===== src/hdl/key_io_pkg.sv =====
/*
  Constants for the key input and general output port block: register
  indices, field positions, reset values and divider taps.
  Assumes an APB master with 32-bit data; byte address = 4 * index.
*/
`default_nettype none
package key_io_pkg;
  // ----------------------------------------------------------------
  // Register indices (byte address is four times the index).
  // ----------------------------------------------------------------
  localparam logic [15:0] IDX_FREQ_CTL = 16'hFF06;
  localparam logic [15:0] IDX_G0_SEL = 16'hFF20;
  localparam logic [15:0] IDX_G0_LVL = 16'hFF21;
  localparam logic [15:0] IDX_G0_CMP = 16'hFF22;
  localparam logic [15:0] IDX_G1_SEL = 16'hFF24;
  localparam logic [15:0] IDX_G1_LVL = 16'hFF25;
  localparam logic [15:0] IDX_G1_CMP = 16'hFF26;
  localparam logic [15:0] IDX_OUT0_HIZ = 16'hFF30;
  localparam logic [15:0] IDX_OUT0_DATA = 16'hFF31;
  localparam logic [15:0] IDX_OUT1_HIZ = 16'hFF32;
  localparam logic [15:0] IDX_OUT1_DATA = 16'hFF33;
  localparam logic [15:0] IDX_OUT2_HIZ = 16'hFF34;
  localparam logic [15:0] IDX_OUT2_DATA = 16'hFF35;
  localparam logic [15:0] IDX_TIMER_CTL = 16'hFFC1;
  localparam logic [15:0] IDX_G0_MASK = 16'hFFE4;
  localparam logic [15:0] IDX_G1_MASK = 16'hFFE5;
  localparam logic [15:0] IDX_G0_FLAG = 16'hFFF4;
  localparam logic [15:0] IDX_G1_FLAG = 16'hFFF5;
  localparam int ADDR_W = 18;
  // ----------------------------------------------------------------
  // Field positions.
  // ----------------------------------------------------------------
  localparam int FREQ_CLOCK_OUTPUT_ON_BIT = 3;
  localparam int TIMER_CLOCK_OUTPUT_ON_BIT = 2;
  localparam int FOFQ_LSB = 0;
  // ----------------------------------------------------------------
  // Reset values.
  // ----------------------------------------------------------------
  localparam logic [3:0] SEL_RST = 4'h0;
  localparam logic [3:0] CMP_RST = 4'h0;
  localparam logic [3:0] HIZ_RST = 4'h0;
  localparam logic [3:0] DATA_RST = 4'hF;
  localparam logic [1:0] FOFQ_RST = 2'h0;
  // ----------------------------------------------------------------
  // Frequency select codes and divider taps.
  // ----------------------------------------------------------------
  localparam logic [1:0] FQ_DIV64 = 2'h0;
  localparam logic [1:0] FQ_DIV8 = 2'h1;
  localparam logic [1:0] FQ_LOW = 2'h2;
  localparam logic [1:0] FQ_HIGH = 2'h3;
  localparam int DIV_W = 6;
  localparam int DIV8_TAP = 2;
  localparam int DIV64_TAP = 5;
endpackage : key_io_pkg
`default_nettype wire


===== src/hdl/key_io_ports.sv =====
/*
  Key input port with edge-selected group interrupts, and a 12-bit
  general output port with float control and two special clock outputs.
  Assumes an APB master on pclk; pins and oscillator clocks are sampled
  on pclk, so the oscillator clocks must be well below 12.5 MHz.
*/
// Implementation choice: the APB interface to the registers.
`timescale 1ns/10ps
`default_nettype none
module key_io_ports #(
  parameter bit OD_GROUP1 = 1'b0,
  parameter bit OD_GROUP2 = 1'b0
) (
  input wire logic pclk,
  input wire logic presetn,
  input wire logic psel,
  input wire logic penable,
  input wire logic pwrite,
  input wire logic [key_io_pkg::ADDR_W-1:0] paddr,
  input wire logic [31:0] pwdata,
  output logic [31:0] prdata,
  output logic pready,
  output logic pslverr,
  input wire logic [3:0] input_group0_pins,
  input wire logic [3:0] input_group1_pins,
  output logic timer_shared_input_pin,
  input wire logic timer_clock_output,
  input wire logic low_speed_osc_clock,
  input wire logic high_speed_osc_clock,
  output logic group0_irq,
  output logic group1_irq,
  output logic [3:0] output_group0_pins,
  output logic [3:0] output_group0_oe,
  output logic [3:0] output_group1_pins,
  output logic [3:0] output_group1_oe,
  output logic [3:0] output_group2_pins,
  output logic [3:0] output_group2_oe
);
  logic [9:0] sync1_q;
  logic [9:0] sync2_q;
  logic [3:0] sel_q [2];
  logic [3:0] cmp_q [2];
  logic [3:0] pin_lvl [2];
  logic [1:0] mask_q;
  logic [1:0] flag_q;
  logic [1:0] match_q;
  logic [1:0] match_now;
  logic [1:0] cond;
  logic [3:0] hiz0_q;
  logic [3:0] data0_q;
  logic [3:0] data1_q;
  logic [3:0] data2_q;
  logic hiz1_q;
  logic hiz2_q;
  logic freq_clock_output_on_q;
  logic timer_clock_output_on_q;
  logic [1:0] fofq_q;
  logic freq_clock_output_gate_q;
  logic timer_clock_output_gate_q;
  logic ls_prev_q;
  logic [key_io_pkg::DIV_W-1:0] div_q;
  logic freq_src;
  logic [15:0] idx;
  logic aligned;
  logic wr;
  logic rd_hit;
  logic [31:0] rd_val;

  // ----------------------------------------------------------------
  // Pin synchronisers
  // ----------------------------------------------------------------
  // Keys and oscillator clocks are asynchronous; the second stage is the
  // only reader of the first.
  // two-flop synchroniser
  always_ff @(posedge pclk or negedge presetn) begin
    if (!presetn) begin
      sync1_q <= 10'h000;
      sync2_q <= 10'h000;
    end else begin
      sync1_q <= {high_speed_osc_clock, low_speed_osc_clock,
                  input_group1_pins, input_group0_pins};
      sync2_q <= sync1_q;
    end
  end

  assign pin_lvl[0] = sync2_q[3:0];
  assign pin_lvl[1] = sync2_q[7:4];
  assign timer_shared_input_pin = sync2_q[7];

  // ----------------------------------------------------------------
  // APB decode
  // ----------------------------------------------------------------
  // Zero-wait slave: read data is captured in the setup cycle.
  assign idx = paddr[key_io_pkg::ADDR_W-1:2];
  assign aligned = (paddr[1:0] == 2'h0);
  assign wr = psel & penable & pwrite & rd_hit;
  assign pready = psel & penable;
  assign pslverr = psel & penable & ~rd_hit;

  // Read mux; also flags whether the address is mapped.
  always_comb begin
    rd_val = 32'h0000_0000;
    rd_hit = aligned;
    case (idx)
      key_io_pkg::IDX_G0_SEL: rd_val[3:0] = sel_q[0];
      key_io_pkg::IDX_G0_LVL: rd_val[3:0] = pin_lvl[0];
      key_io_pkg::IDX_G0_CMP: rd_val[3:0] = cmp_q[0];
      key_io_pkg::IDX_G1_SEL: rd_val[3:0] = sel_q[1];
      key_io_pkg::IDX_G1_LVL: rd_val[3:0] = pin_lvl[1];
      key_io_pkg::IDX_G1_CMP: rd_val[3:0] = cmp_q[1];
      key_io_pkg::IDX_G0_MASK: rd_val[0] = mask_q[0];
      key_io_pkg::IDX_G1_MASK: rd_val[0] = mask_q[1];
      key_io_pkg::IDX_G0_FLAG: rd_val[0] = flag_q[0];
      key_io_pkg::IDX_G1_FLAG: rd_val[0] = flag_q[1];
      key_io_pkg::IDX_OUT0_HIZ: rd_val[3:0] = hiz0_q;
      key_io_pkg::IDX_OUT0_DATA: rd_val[3:0] = data0_q;
      key_io_pkg::IDX_OUT1_HIZ: rd_val[0] = hiz1_q;
      key_io_pkg::IDX_OUT1_DATA: rd_val[3:0] = data1_q;
      key_io_pkg::IDX_OUT2_HIZ: rd_val[0] = hiz2_q;
      key_io_pkg::IDX_OUT2_DATA: rd_val[3:0] = data2_q;
      key_io_pkg::IDX_FREQ_CTL: begin
        rd_val[key_io_pkg::FREQ_CLOCK_OUTPUT_ON_BIT] = freq_clock_output_on_q;
        rd_val[key_io_pkg::FOFQ_LSB +: 2] = fofq_q;
      end
      key_io_pkg::IDX_TIMER_CTL: rd_val[key_io_pkg::TIMER_CLOCK_OUTPUT_ON_BIT] = timer_clock_output_on_q;
      default: rd_hit = 1'b0;
    endcase
  end

  // Read data register; loaded in the setup cycle and held.
  always_ff @(posedge pclk or negedge presetn) begin
    if (!presetn) begin
      prdata <= 32'h0000_0000;
    end else if (psel & ~penable) begin
      prdata <= rd_val;
    end
  end

  // ----------------------------------------------------------------
  // Input interrupt control registers
  // ----------------------------------------------------------------
  // Level registers have no write path, so writes to them vanish.
  // control bits reset to 0
  always_ff @(posedge pclk or negedge presetn) begin
    if (!presetn) begin
      sel_q[0] <= key_io_pkg::SEL_RST;
      sel_q[1] <= key_io_pkg::SEL_RST;
      cmp_q[0] <= key_io_pkg::CMP_RST;
      cmp_q[1] <= key_io_pkg::CMP_RST;
      mask_q <= 2'h0;
    end else if (wr) begin
      case (idx)
        key_io_pkg::IDX_G0_SEL: sel_q[0] <= pwdata[3:0];
        key_io_pkg::IDX_G0_CMP: cmp_q[0] <= pwdata[3:0];
        key_io_pkg::IDX_G1_SEL: sel_q[1] <= pwdata[3:0];
        key_io_pkg::IDX_G1_CMP: cmp_q[1] <= pwdata[3:0];
        key_io_pkg::IDX_G0_MASK: mask_q[0] <= pwdata[0];
        key_io_pkg::IDX_G1_MASK: mask_q[1] <= pwdata[0];
        default: mask_q <= mask_q;
      endcase
    end
  end

  // ----------------------------------------------------------------
  // Edge condition and factor flags
  // ----------------------------------------------------------------
  // A group matches when every selected pin equals its compare bit, so
  // compare 1 waits high for a fall and compare 0 waits low for a rise.
  always_comb begin
    for (int g = 0; g < 2; g++) begin
      match_now[g] = ~|((pin_lvl[g] ^ cmp_q[g]) & sel_q[g]);
      cond[g] = match_q[g] & ~match_now[g];
    end
  end

  // Match history starts true since nothing is selected after reset.
  // The set term wins over a clear written in the same cycle.
  always_ff @(posedge pclk or negedge presetn) begin
    if (!presetn) begin
      match_q <= 2'h3;
      flag_q <= 2'h0;
    end else begin
      match_q <= match_now;
      flag_q[0] <= cond[0] | (flag_q[0] &
        ~(wr & (idx == key_io_pkg::IDX_G0_FLAG) & pwdata[0]));
      flag_q[1] <= cond[1] | (flag_q[1] &
        ~(wr & (idx == key_io_pkg::IDX_G1_FLAG) & pwdata[0]));
    end
  end

  // Processor requests, registered from flag and mask.
  // request needs flag and mask
  always_ff @(posedge pclk or negedge presetn) begin
    if (!presetn) begin
      group0_irq <= 1'b0;
      group1_irq <= 1'b0;
    end else begin
      group0_irq <= flag_q[0] & mask_q[0];
      group1_irq <= flag_q[1] & mask_q[1];
    end
  end

  // ----------------------------------------------------------------
  // Output port registers
  // ----------------------------------------------------------------
  // reset data 1, float 0
  always_ff @(posedge pclk or negedge presetn) begin
    if (!presetn) begin
      hiz0_q <= key_io_pkg::HIZ_RST;
      data0_q <= key_io_pkg::DATA_RST;
      data1_q <= key_io_pkg::DATA_RST;
      data2_q <= key_io_pkg::DATA_RST;
      hiz1_q <= 1'b0;
      hiz2_q <= 1'b0;
      freq_clock_output_on_q <= 1'b0;
      timer_clock_output_on_q <= 1'b0;
      fofq_q <= key_io_pkg::FOFQ_RST;
    end else if (wr) begin
      case (idx)
        key_io_pkg::IDX_OUT0_HIZ: hiz0_q <= pwdata[3:0];
        key_io_pkg::IDX_OUT0_DATA: data0_q <= pwdata[3:0];
        key_io_pkg::IDX_OUT1_HIZ: hiz1_q <= pwdata[0];
        key_io_pkg::IDX_OUT1_DATA: data1_q <= pwdata[3:0];
        key_io_pkg::IDX_OUT2_HIZ: hiz2_q <= pwdata[0];
        key_io_pkg::IDX_OUT2_DATA: data2_q <= pwdata[3:0];
        key_io_pkg::IDX_FREQ_CTL: begin
          freq_clock_output_on_q <= pwdata[key_io_pkg::FREQ_CLOCK_OUTPUT_ON_BIT];
          fofq_q <= pwdata[key_io_pkg::FOFQ_LSB +: 2];
        end
        key_io_pkg::IDX_TIMER_CTL: timer_clock_output_on_q <= pwdata[key_io_pkg::TIMER_CLOCK_OUTPUT_ON_BIT];
        default: timer_clock_output_on_q <= timer_clock_output_on_q;
      endcase
    end
  end

  // ----------------------------------------------------------------
  // Frequency clock source
  // ----------------------------------------------------------------
  // The low-speed clock is divided by counting its sampled rising edges.
  always_ff @(posedge pclk or negedge presetn) begin
    if (!presetn) begin
      ls_prev_q <= 1'b0;
      div_q <= '0;
    end else begin
      ls_prev_q <= sync2_q[8];
      if (sync2_q[8] & ~ls_prev_q) begin
        div_q <= div_q + 1'b1;
      end
    end
  end

  always_comb begin
    case (fofq_q)
      key_io_pkg::FQ_HIGH: freq_src = sync2_q[9];
      key_io_pkg::FQ_LOW: freq_src = sync2_q[8];
      key_io_pkg::FQ_DIV8: freq_src = div_q[key_io_pkg::DIV8_TAP];
      default: freq_src = div_q[key_io_pkg::DIV64_TAP];
    endcase
  end

  // Enables move only while their source is low, so switching never
  // chops a high phase into a runt pulse.
  // glitch-free gating
  always_ff @(posedge pclk or negedge presetn) begin
    if (!presetn) begin
      freq_clock_output_gate_q <= 1'b0;
      timer_clock_output_gate_q <= 1'b0;
    end else begin
      if (!freq_src) begin
        freq_clock_output_gate_q <= freq_clock_output_on_q;
      end
      if (!timer_clock_output) begin
        timer_clock_output_gate_q <= timer_clock_output_on_q;
      end
    end
  end

  // ----------------------------------------------------------------
  // Pin drivers
  // ----------------------------------------------------------------
  // Open-drain groups only sink; a 1 is left to the external pull-up.
  // drive style per group
  always_ff @(posedge pclk or negedge presetn) begin
    if (!presetn) begin
      output_group0_pins <= 4'hF;
      output_group0_oe <= 4'hF;
      output_group1_pins <= OD_GROUP1 ? 4'h0 : 4'hF;
      output_group1_oe <= OD_GROUP1 ? 4'h0 : 4'hF;
      output_group2_pins <= OD_GROUP2 ? 4'h0 : 4'hF;
      output_group2_oe <= OD_GROUP2 ? 4'h0 : 4'hF;
    end else begin
      output_group0_pins <= {
        data0_q[3] & (freq_clock_output_gate_q ? freq_src : 1'b1),
        data0_q[2] & (timer_clock_output_gate_q ? timer_clock_output : 1'b1),
        data0_q[1:0]};
      output_group0_oe <= ~hiz0_q;
      output_group1_pins <= OD_GROUP1 ? 4'h0 : data1_q;
      output_group1_oe <= {4{~hiz1_q}} & (OD_GROUP1 ? ~data1_q : 4'hF);
      output_group2_pins <= OD_GROUP2 ? 4'h0 : data2_q;
      output_group2_oe <= {4{~hiz2_q}} & (OD_GROUP2 ? ~data2_q : 4'hF);
    end
  end
endmodule : key_io_ports
`default_nettype wire


===== config.mk =====
export PLATFORM = sky130hd
export DESIGN_NAME = key_io_ports
export DESIGN_NICKNAME = d
export VERILOG_FILES = /design/src/hdl/key_io_pkg.sv /design/src/hdl/key_io_ports.sv
export SDC_FILE = /design/constraint.sdc
export NUM_CORES = 1
export LEC_CHECK = 0
export ABC_AREA = 1
export BUFFER_PORTS_ARGS = -buffer_cell sky130_fd_sc_hd__buf_4
export CAP_MARGIN = 20
export CORE_MARGIN = 5
export CORE_UTILIZATION = 53
export CTS_BUF_LIST = sky130_fd_sc_hd__clkbuf_8 sky130_fd_sc_hd__clkbuf_16
export DETAILED_ROUTE_END_ITERATION = 8
export HOLD_SLACK_MARGIN = 0.05
export PLACE_DENSITY = 0.8
export SYNTH_ARGS = -nofsm -noshare
export SYNTH_HDL_FRONTEND = slang
export SYNTH_SLANG_ARGS = --single-unit

===== constraint.sdc =====
create_clock -name pclk -period 1.6 [get_ports pclk]
set_clock_uncertainty 0.1 [all_clocks]
set_input_delay 0.16 -clock pclk [delete_from_list [all_inputs] [get_ports pclk]]
set_output_delay 0.16 -clock pclk [all_outputs]
set_load 0.01 [all_outputs]

==> Yosys cells after proc, flatten, opt, wreduce, memory -nomap -nowiden <==
Cells that the tools add are included.
{ "totals": {"regBits": 97, "in_bits": 66, "out_inout_bits": 61, "elab_cells": 114} }
{ "classes": {"n_addsub": 1, "eq_ne": 21, "n_mux": 8, "bitwise": 32, "reduce_logical": 20} }
{ "op_table": {"columns": ["cell", "count"], "rows": [
  ["16-bit equality test (second input constant)", 18],
  ["1-bit case mux with 11 select lines", 3],
  ["2-bit AND reduction", 14],
  ["1-bit bitwise AND", 18],
  ["18-bit OR reduction", 1],
  ["1-bit case mux with 17 select lines", 1],
  ["4-bit bitwise AND", 2],
  ["4-bit OR reduction", 2],
  ["4-bit bitwise XOR", 2],
  ["1-bit inverter", 7],
  ["6-bit by 1-bit adder with 6-bit output (second input constant)", 1],
  ["2-bit equality test (second input constant)", 2],
  ["4-bit inverter", 1],
  ["1-bit two-way mux", 3],
  ["1-bit case mux with 3 select lines", 1],
  ["2-bit by 1-bit equality test with 1-bit output (second input constant)", 1],
  ["1-bit zero test", 2],
  ["2-bit zero test", 1],
  ["1-bit OR", 2]
]} }

==> Logic depth before layout (Yosys ltp) <==
{ "depth": {"depth_word": 9, "mapped_depth": 13, "ltp_nobuf": 13} }

==> Worst setup path after synthesis <==
OpenSTA, ideal clock, no wires.
{ "synth_timing": {"path_kind": "input to register", "start": "in paddr[11] (netlist bit)", "end": "reg cmp_q[0] (netlist bit)", "setup_time_ns": 0.132, "t_arrival_ns": 1.383, "t_required_ns": 1.368, "slack_ns": -0.015, "stages": 12, "path_buffers": 1, "path_cell_list": "nand2_1 nor2_2 nand2_2 buf_6 nor3_4 nor2_1 nand2_2 nor2_4 nand2_8 nand4_4 nand2_1 o21ai_1"} }
{ "synth_between": {"elab_chain_len": 5, "word_cells_on_any_way": 22, "classes_between": "18 x eq/ne; 1 x mux; 1 x bitwise; 2 x reduce/logical"} }
{ "synth_rtl": {"columns": ["element", "line_no", "text"], "rows": [
  ["start, declared", "key_io_ports.sv:19", "input wire logic [key_io_pkg::ADDR_W-1:0] paddr,"],
  ["16-bit equality test (on tied branches)", "key_io_ports.sv:104, key_io_ports.sv:152", null],
  ["18-bit OR reduction (no line)", null, null],
  ["1-bit two-way mux", "key_io_ports.sv:104", "case (idx)"],
  ["1-bit bitwise AND", "key_io_ports.sv:96", "assign wr = psel & penable & pwrite & rd_hit;"],
  ["2-bit AND reduction (no line) *", null, null],
  ["end, declared", "key_io_ports.sv:42", "logic [3:0] cmp_q [2];"]
]} }
Every way passes the cells marked *; elsewhere a longest branch is shown, timed or not.
A chain may end at the register's enable or synchronous reset.

==> Final worst setup path <==
{ "layout_timing": {"start": "in paddr[12] (netlist bit)", "end": "out pslverr"} }
{ "layout_between": {"elab_chain_len": 5, "word_cells_on_any_way": 22, "classes_between": "18 x eq/ne; 1 x mux; 2 x bitwise; 1 x reduce/logical"} }
{ "layout_rtl": {"columns": ["element", "line_no", "text"], "rows": [
  ["16-bit equality test", "key_io_ports.sv:104", null],
  ["18-bit OR reduction (no line) *", null, null],
  ["1-bit two-way mux *", "key_io_ports.sv:104", null],
  ["1-bit inverter *", "key_io_ports.sv:98", "assign pslverr = psel & penable & ~rd_hit;"],
  ["1-bit bitwise AND *", "key_io_ports.sv:98", null],
  ["end, declared", "key_io_ports.sv:23", "output logic pslverr,"]
]} }
Marked as above.

==> out/results.txt <==
The flow ran to the end, but the final reports show violations. The final reports fail on negative setup slack. For this design the static power due to leakage is 3.20 nW. Clock net sink count: 97. Counting along the longest clock path gives a buffer depth of 2. The detail route stage leaves a number of antenna-violating nets equal to 0. The areal power density over the cells came out at 723 mW/mm². The worst hold path startpoint was psel. The layout has 650 filler cells.

Dominant cell type by area after synthesis: sky130_fd_sc_hd__dfrtp_1. For the post-synthesis cell type count, the log shows 39. The time the worst path needs with I/O delays and setup was 1720 ps.

The count of state elements after synthesis works out to 97. The critical path runs through a total of 12 cells. Most common cell in the netlist: sky130_fd_sc_hd__nand2_1. The first global-routing pass estimated 20300 µm of wire. The largest net degree at the start of global routing was 98; the final global-route overflow total was 0. The average vias per placed instance is 5.18.

On the critical path, the stage with the largest delay is an instance of sky130_fd_sc_hd__nor3_4. The worst setup path is of the in -> out kind. Of the synthesized area, sequential elements account for 50.4%.

The stage delay of the slowest cell on the critical path is 180 ps. The die is 106 µm tall. The path class of the tightest hold or removal check is in -> reg.

The multiplexer area fraction after synthesis is 0.460%. After clock tree synthesis, the clock-pin slew on the worst setup and hold paths is 90 ps. The total of warnings raised by yosys was 0; the simple-gate area share of the yosys netlist was 30.2%.

The tools report the setup slack of the critical path after layout as -116 ps. Sorting the synthesized cells by how often they occur yields sky130_fd_sc_hd__nand2_1 (155), sky130_fd_sc_hd__dfrtp_1 (65), sky130_fd_sc_hd__nor2_1 (59). The tools report the root buffer cell as sky130_fd_sc_hd__clkbuf_8.

The area share of xor/xnor cells in the synthesized design was 1.61%; the internal reg-to-reg setup slack was 190 ps. The relative area change from synthesis to final layout is 33.4%, and the instance count of the mapped netlist is 549. For this run, the top clock speed supported by timing is 583 MHz.

The post-synthesis average cell area was 8.92 µm²; the total area of multi-input combinational cells was 0.00224 mm². At the pin with the least slew margin, the transition time is 504 ps. In the final routed layout, each cell accounts on average for 15.3 µm.

The H-tree was split into 3 levels. Pin placement for this block handled 127 I/O pins. For the worst flop-to-flop path, the logic depth is 4. Of the cells placed in the final design, the portion with a size suffix greater than 1 is 38.7%.

In this run the tightest slew margin relative to its limit is 66.1%. The final layout contains 775 nets. The count of final setup violators was 1; the total core area was 0.00911 mm².

After the first detailed-routing iteration, the DRC count stood at 316. After routing the design area is 0.00653 mm². The number of global-route vias before repair is 4199. The post-synth design cell area came out at 0.00490 mm². The number of enable flip-flop cells after synthesis was 0. Setup repair after global routing could not meet its margin everywhere. IR analysis of the VDD net gives a maximum drop of 0.000481 V.

Across the run, the number of max-cap violations was 0. The post-synthesis async set-or-reset flop share works out to 100%. Number of standard-cell rows in the floorplan: 35. Once detailed placement completed, the half-perimeter wirelength came to 9070 µm. The top cell type by area accounts for 33.2% of the synthesized area. The count of antenna diodes in the layout is 0, and the effective utilization at floorplan is 53.8%.

From left edge to right edge, the die measures 106 µm. Critical path required time: 1340 ps. The via count of the routed design came out at 4271. The post-synthesis compound-gate area fraction is 7.64%.

Number of antenna violations at the first check in global routing: 0. The logs give 0.0113 mm² for the floorplan die area and -116 ps for the setup TNS. Together, buffers and inverters on the worst path number 3. The most frequently used flop master after synthesis was sky130_fd_sc_hd__dfrtp_1.

Clock latency on the worst-skew pair, taken at its later pin, is 370 ps. The capturing instance or port of the critical path was pslverr. The most critical setup path has its startpoint at paddr[12]. In the post-synthesis netlist, the biggest area contributors are sky130_fd_sc_hd__dfrtp_1 (33%), sky130_fd_sc_hd__dfstp_2 (17%), sky130_fd_sc_hd__nand2_1 (12%), sky130_fd_sc_hd__buf_4 (5.2%), sky130_fd_sc_hd__nor2_1 (4.5%).

The count of non-filler cells in the finished layout came out at 824. The design draws 4.72 mW. TritonCTS built the clock tree. Final weighted congestion in routability-driven placement: 0.932. The post-synthesis share of cell area spent on full adders, half adders and majority gates is 0.255%. Along the worst path, the maximum fanout reaches 5. The tools report the max-slew violation count as 0.

Instance count after placement with tap cells included: 773. Wires add up to 12600 µm. Critical path endpoint category: an output pin. Cell area after placement: 0.00586 mm².

The count of port buffers added during placement works out to 70. Clock tree synthesis inserted a total of 9 buffers. Broken down by cell family, the worst path's largest delay share belongs to simple AND/OR/NAND/NOR gates. By area, the combinational part of the netlist is dominated by simple AND/OR/NAND/NOR gates. The area occupied by registers was 0.00247 mm²; the portion of the clock cycle consumed by the worst path in the final layout was 107%.

The final hold violation count came out at 0. The startpoint identified for the worst register-to-register timing path is fofq_q[1]. In the routed design, unresolved DRC markers number 0. The tools report the kind of start point of the critical path as an input pin. Global routing used 22.6% of the available tracks across all layers.

The number of detailed-routing iterations run before antenna repair is 5. Walking the worst path, the cells encountered are buf_4 > nand2_4 > nor2_4 > nand2_4 > buf_6 > nor3_4 > nor2_2 > nand2_2 > nor2_4 > a21boi_2 > nor2_1 > buf_4. In this run the critical register-to-register path is captured at freq_clock_output_gate_q.

For the arrival time of data at the critical path endpoint, the log shows 1460 ps.
## flip-flops by register name, summed over array words and instances, names as in the netlist, 2 cells and up
register / count
cmp_q: 8
data0_q: 4
data1_q: 4
data2_q: 4
div_q: 6
flag_q: 2
fofq_q: 2
hiz0_q: 4
mask_q: 2
match_q: 2
output_group0_oe: 4
output_group0_pins: 4
output_group1_pins: 4
output_group2_pins: 4
prdata: 4
sel_q: 8
sync1_q: 10
sync2_q: 10
## through the flow
stage / setup WS [ps] / hold slack, ps / util, %
floorplan: 9.72 / -236 / -
global placement: -292 / 140 / 64.3
detailed placement: -309 / 148 / 64.3
CTS: -70.0 / 102 / 70.3
global route: -172 / 131 / 71.7
finish: -116 / 114 / 71.7
## worst min path at each step
stage                      end  slack (ps)  cells after the start
global placement    sync1_q[7]         140                      2
floorplan             cmp_q[0]        -240                      0
finish               prdata[2]         110                      5
global route        data1_q[3]         130                      3
detailed placement  sync1_q[7]         150                      2
CTS                  fofq_q[1]         100                      3
## final cells by class
type                    instances  share of cell area [%]
repair buffers                159                    20.1
flip-flops and latches         97                    37.8
clock buffers                  10                    2.11
multi-input cells             397                    34.3
clock inverters                 6                   0.843
inverters                      44                    2.72
well taps                     111                    2.13
## power breakdown
group,internal (mW),total [mW],switching (mW)
Sequential,2.55,2.62,0.0685
Combinational,0.227,0.535,0.308
Clock,0.642,1.57,0.929
## tightest hold or removal path: cells and delay by family
family | cells | cell delay (ps)
buffers and inverters | 2 | 150
and+or+nand+nor | 3 | 240
## cell families after synthesis
logic type / Yosys count
AND/OR/NAND/NOR: 290
flip-flops: 97
buffers and inverters: 84
AO/OA/AOI/OAI: 65
XOR/XNOR: 9
multiplexers: 2
adder cells (fa/ha/maj): 1
other: 1
## metal layers
metal,wire length (µm),global-route usage [%]
met2,6300,38.7
met4,327,8.14
met1,5270,29.3
met3,727,3.28
met5,0,0
## what timing repair did
item,CTS,global route
endpoints found under the hold margin,84,0
hold buffers,15,0
setup endpoints to repair,1,42
gates cloned,1,1
buffers inserted,14,5
gates resized for setup,30,25
pin swaps,18,26
## cells in the final DEF, fill, tap and decap left out, types with 2 or more instances in the layout
master / count
sky130_fd_sc_hd__inv_2: 2
sky130_fd_sc_hd__inv_4: 3
sky130_fd_sc_hd__o21ai_1: 36
sky130_fd_sc_hd__nand3_1: 15
sky130_fd_sc_hd__nand2_2: 12
sky130_fd_sc_hd__o21ai_0: 7
sky130_fd_sc_hd__buf_12: 3
sky130_fd_sc_hd__buf_6: 12
sky130_fd_sc_hd__dfstp_2: 32
sky130_fd_sc_hd__nand2_1: 144
sky130_fd_sc_hd__a22o_1: 5
sky130_fd_sc_hd__nand2_4: 9
sky130_fd_sc_hd__o211ai_1: 2
sky130_fd_sc_hd__dlygate4sd3_1: 15
sky130_fd_sc_hd__o21ai_2: 3
sky130_fd_sc_hd__nand4_1: 9
sky130_fd_sc_hd__buf_4: 129
sky130_fd_sc_hd__dfrtp_1: 65
sky130_fd_sc_hd__inv_1: 38
sky130_fd_sc_hd__clkbuf_8: 10
sky130_fd_sc_hd__xor2_1: 7
sky130_fd_sc_hd__a21oi_1: 5
sky130_fd_sc_hd__nor2_1: 44
sky130_fd_sc_hd__inv_6: 4
sky130_fd_sc_hd__mux2_2: 2
sky130_fd_sc_hd__nand3_2: 5
sky130_fd_sc_hd__nand4_4: 9
sky130_fd_sc_hd__xnor2_1: 2
sky130_fd_sc_hd__nor3_1: 5
sky130_fd_sc_hd__clkinv_4: 2
sky130_fd_sc_hd__a211oi_1: 3
sky130_fd_sc_hd__nor2_4: 14
sky130_fd_sc_hd__conb_1: 28
sky130_fd_sc_hd__nor4_1: 2
sky130_fd_sc_hd__nor2_2: 19
(Power assumes the default switching activity.)
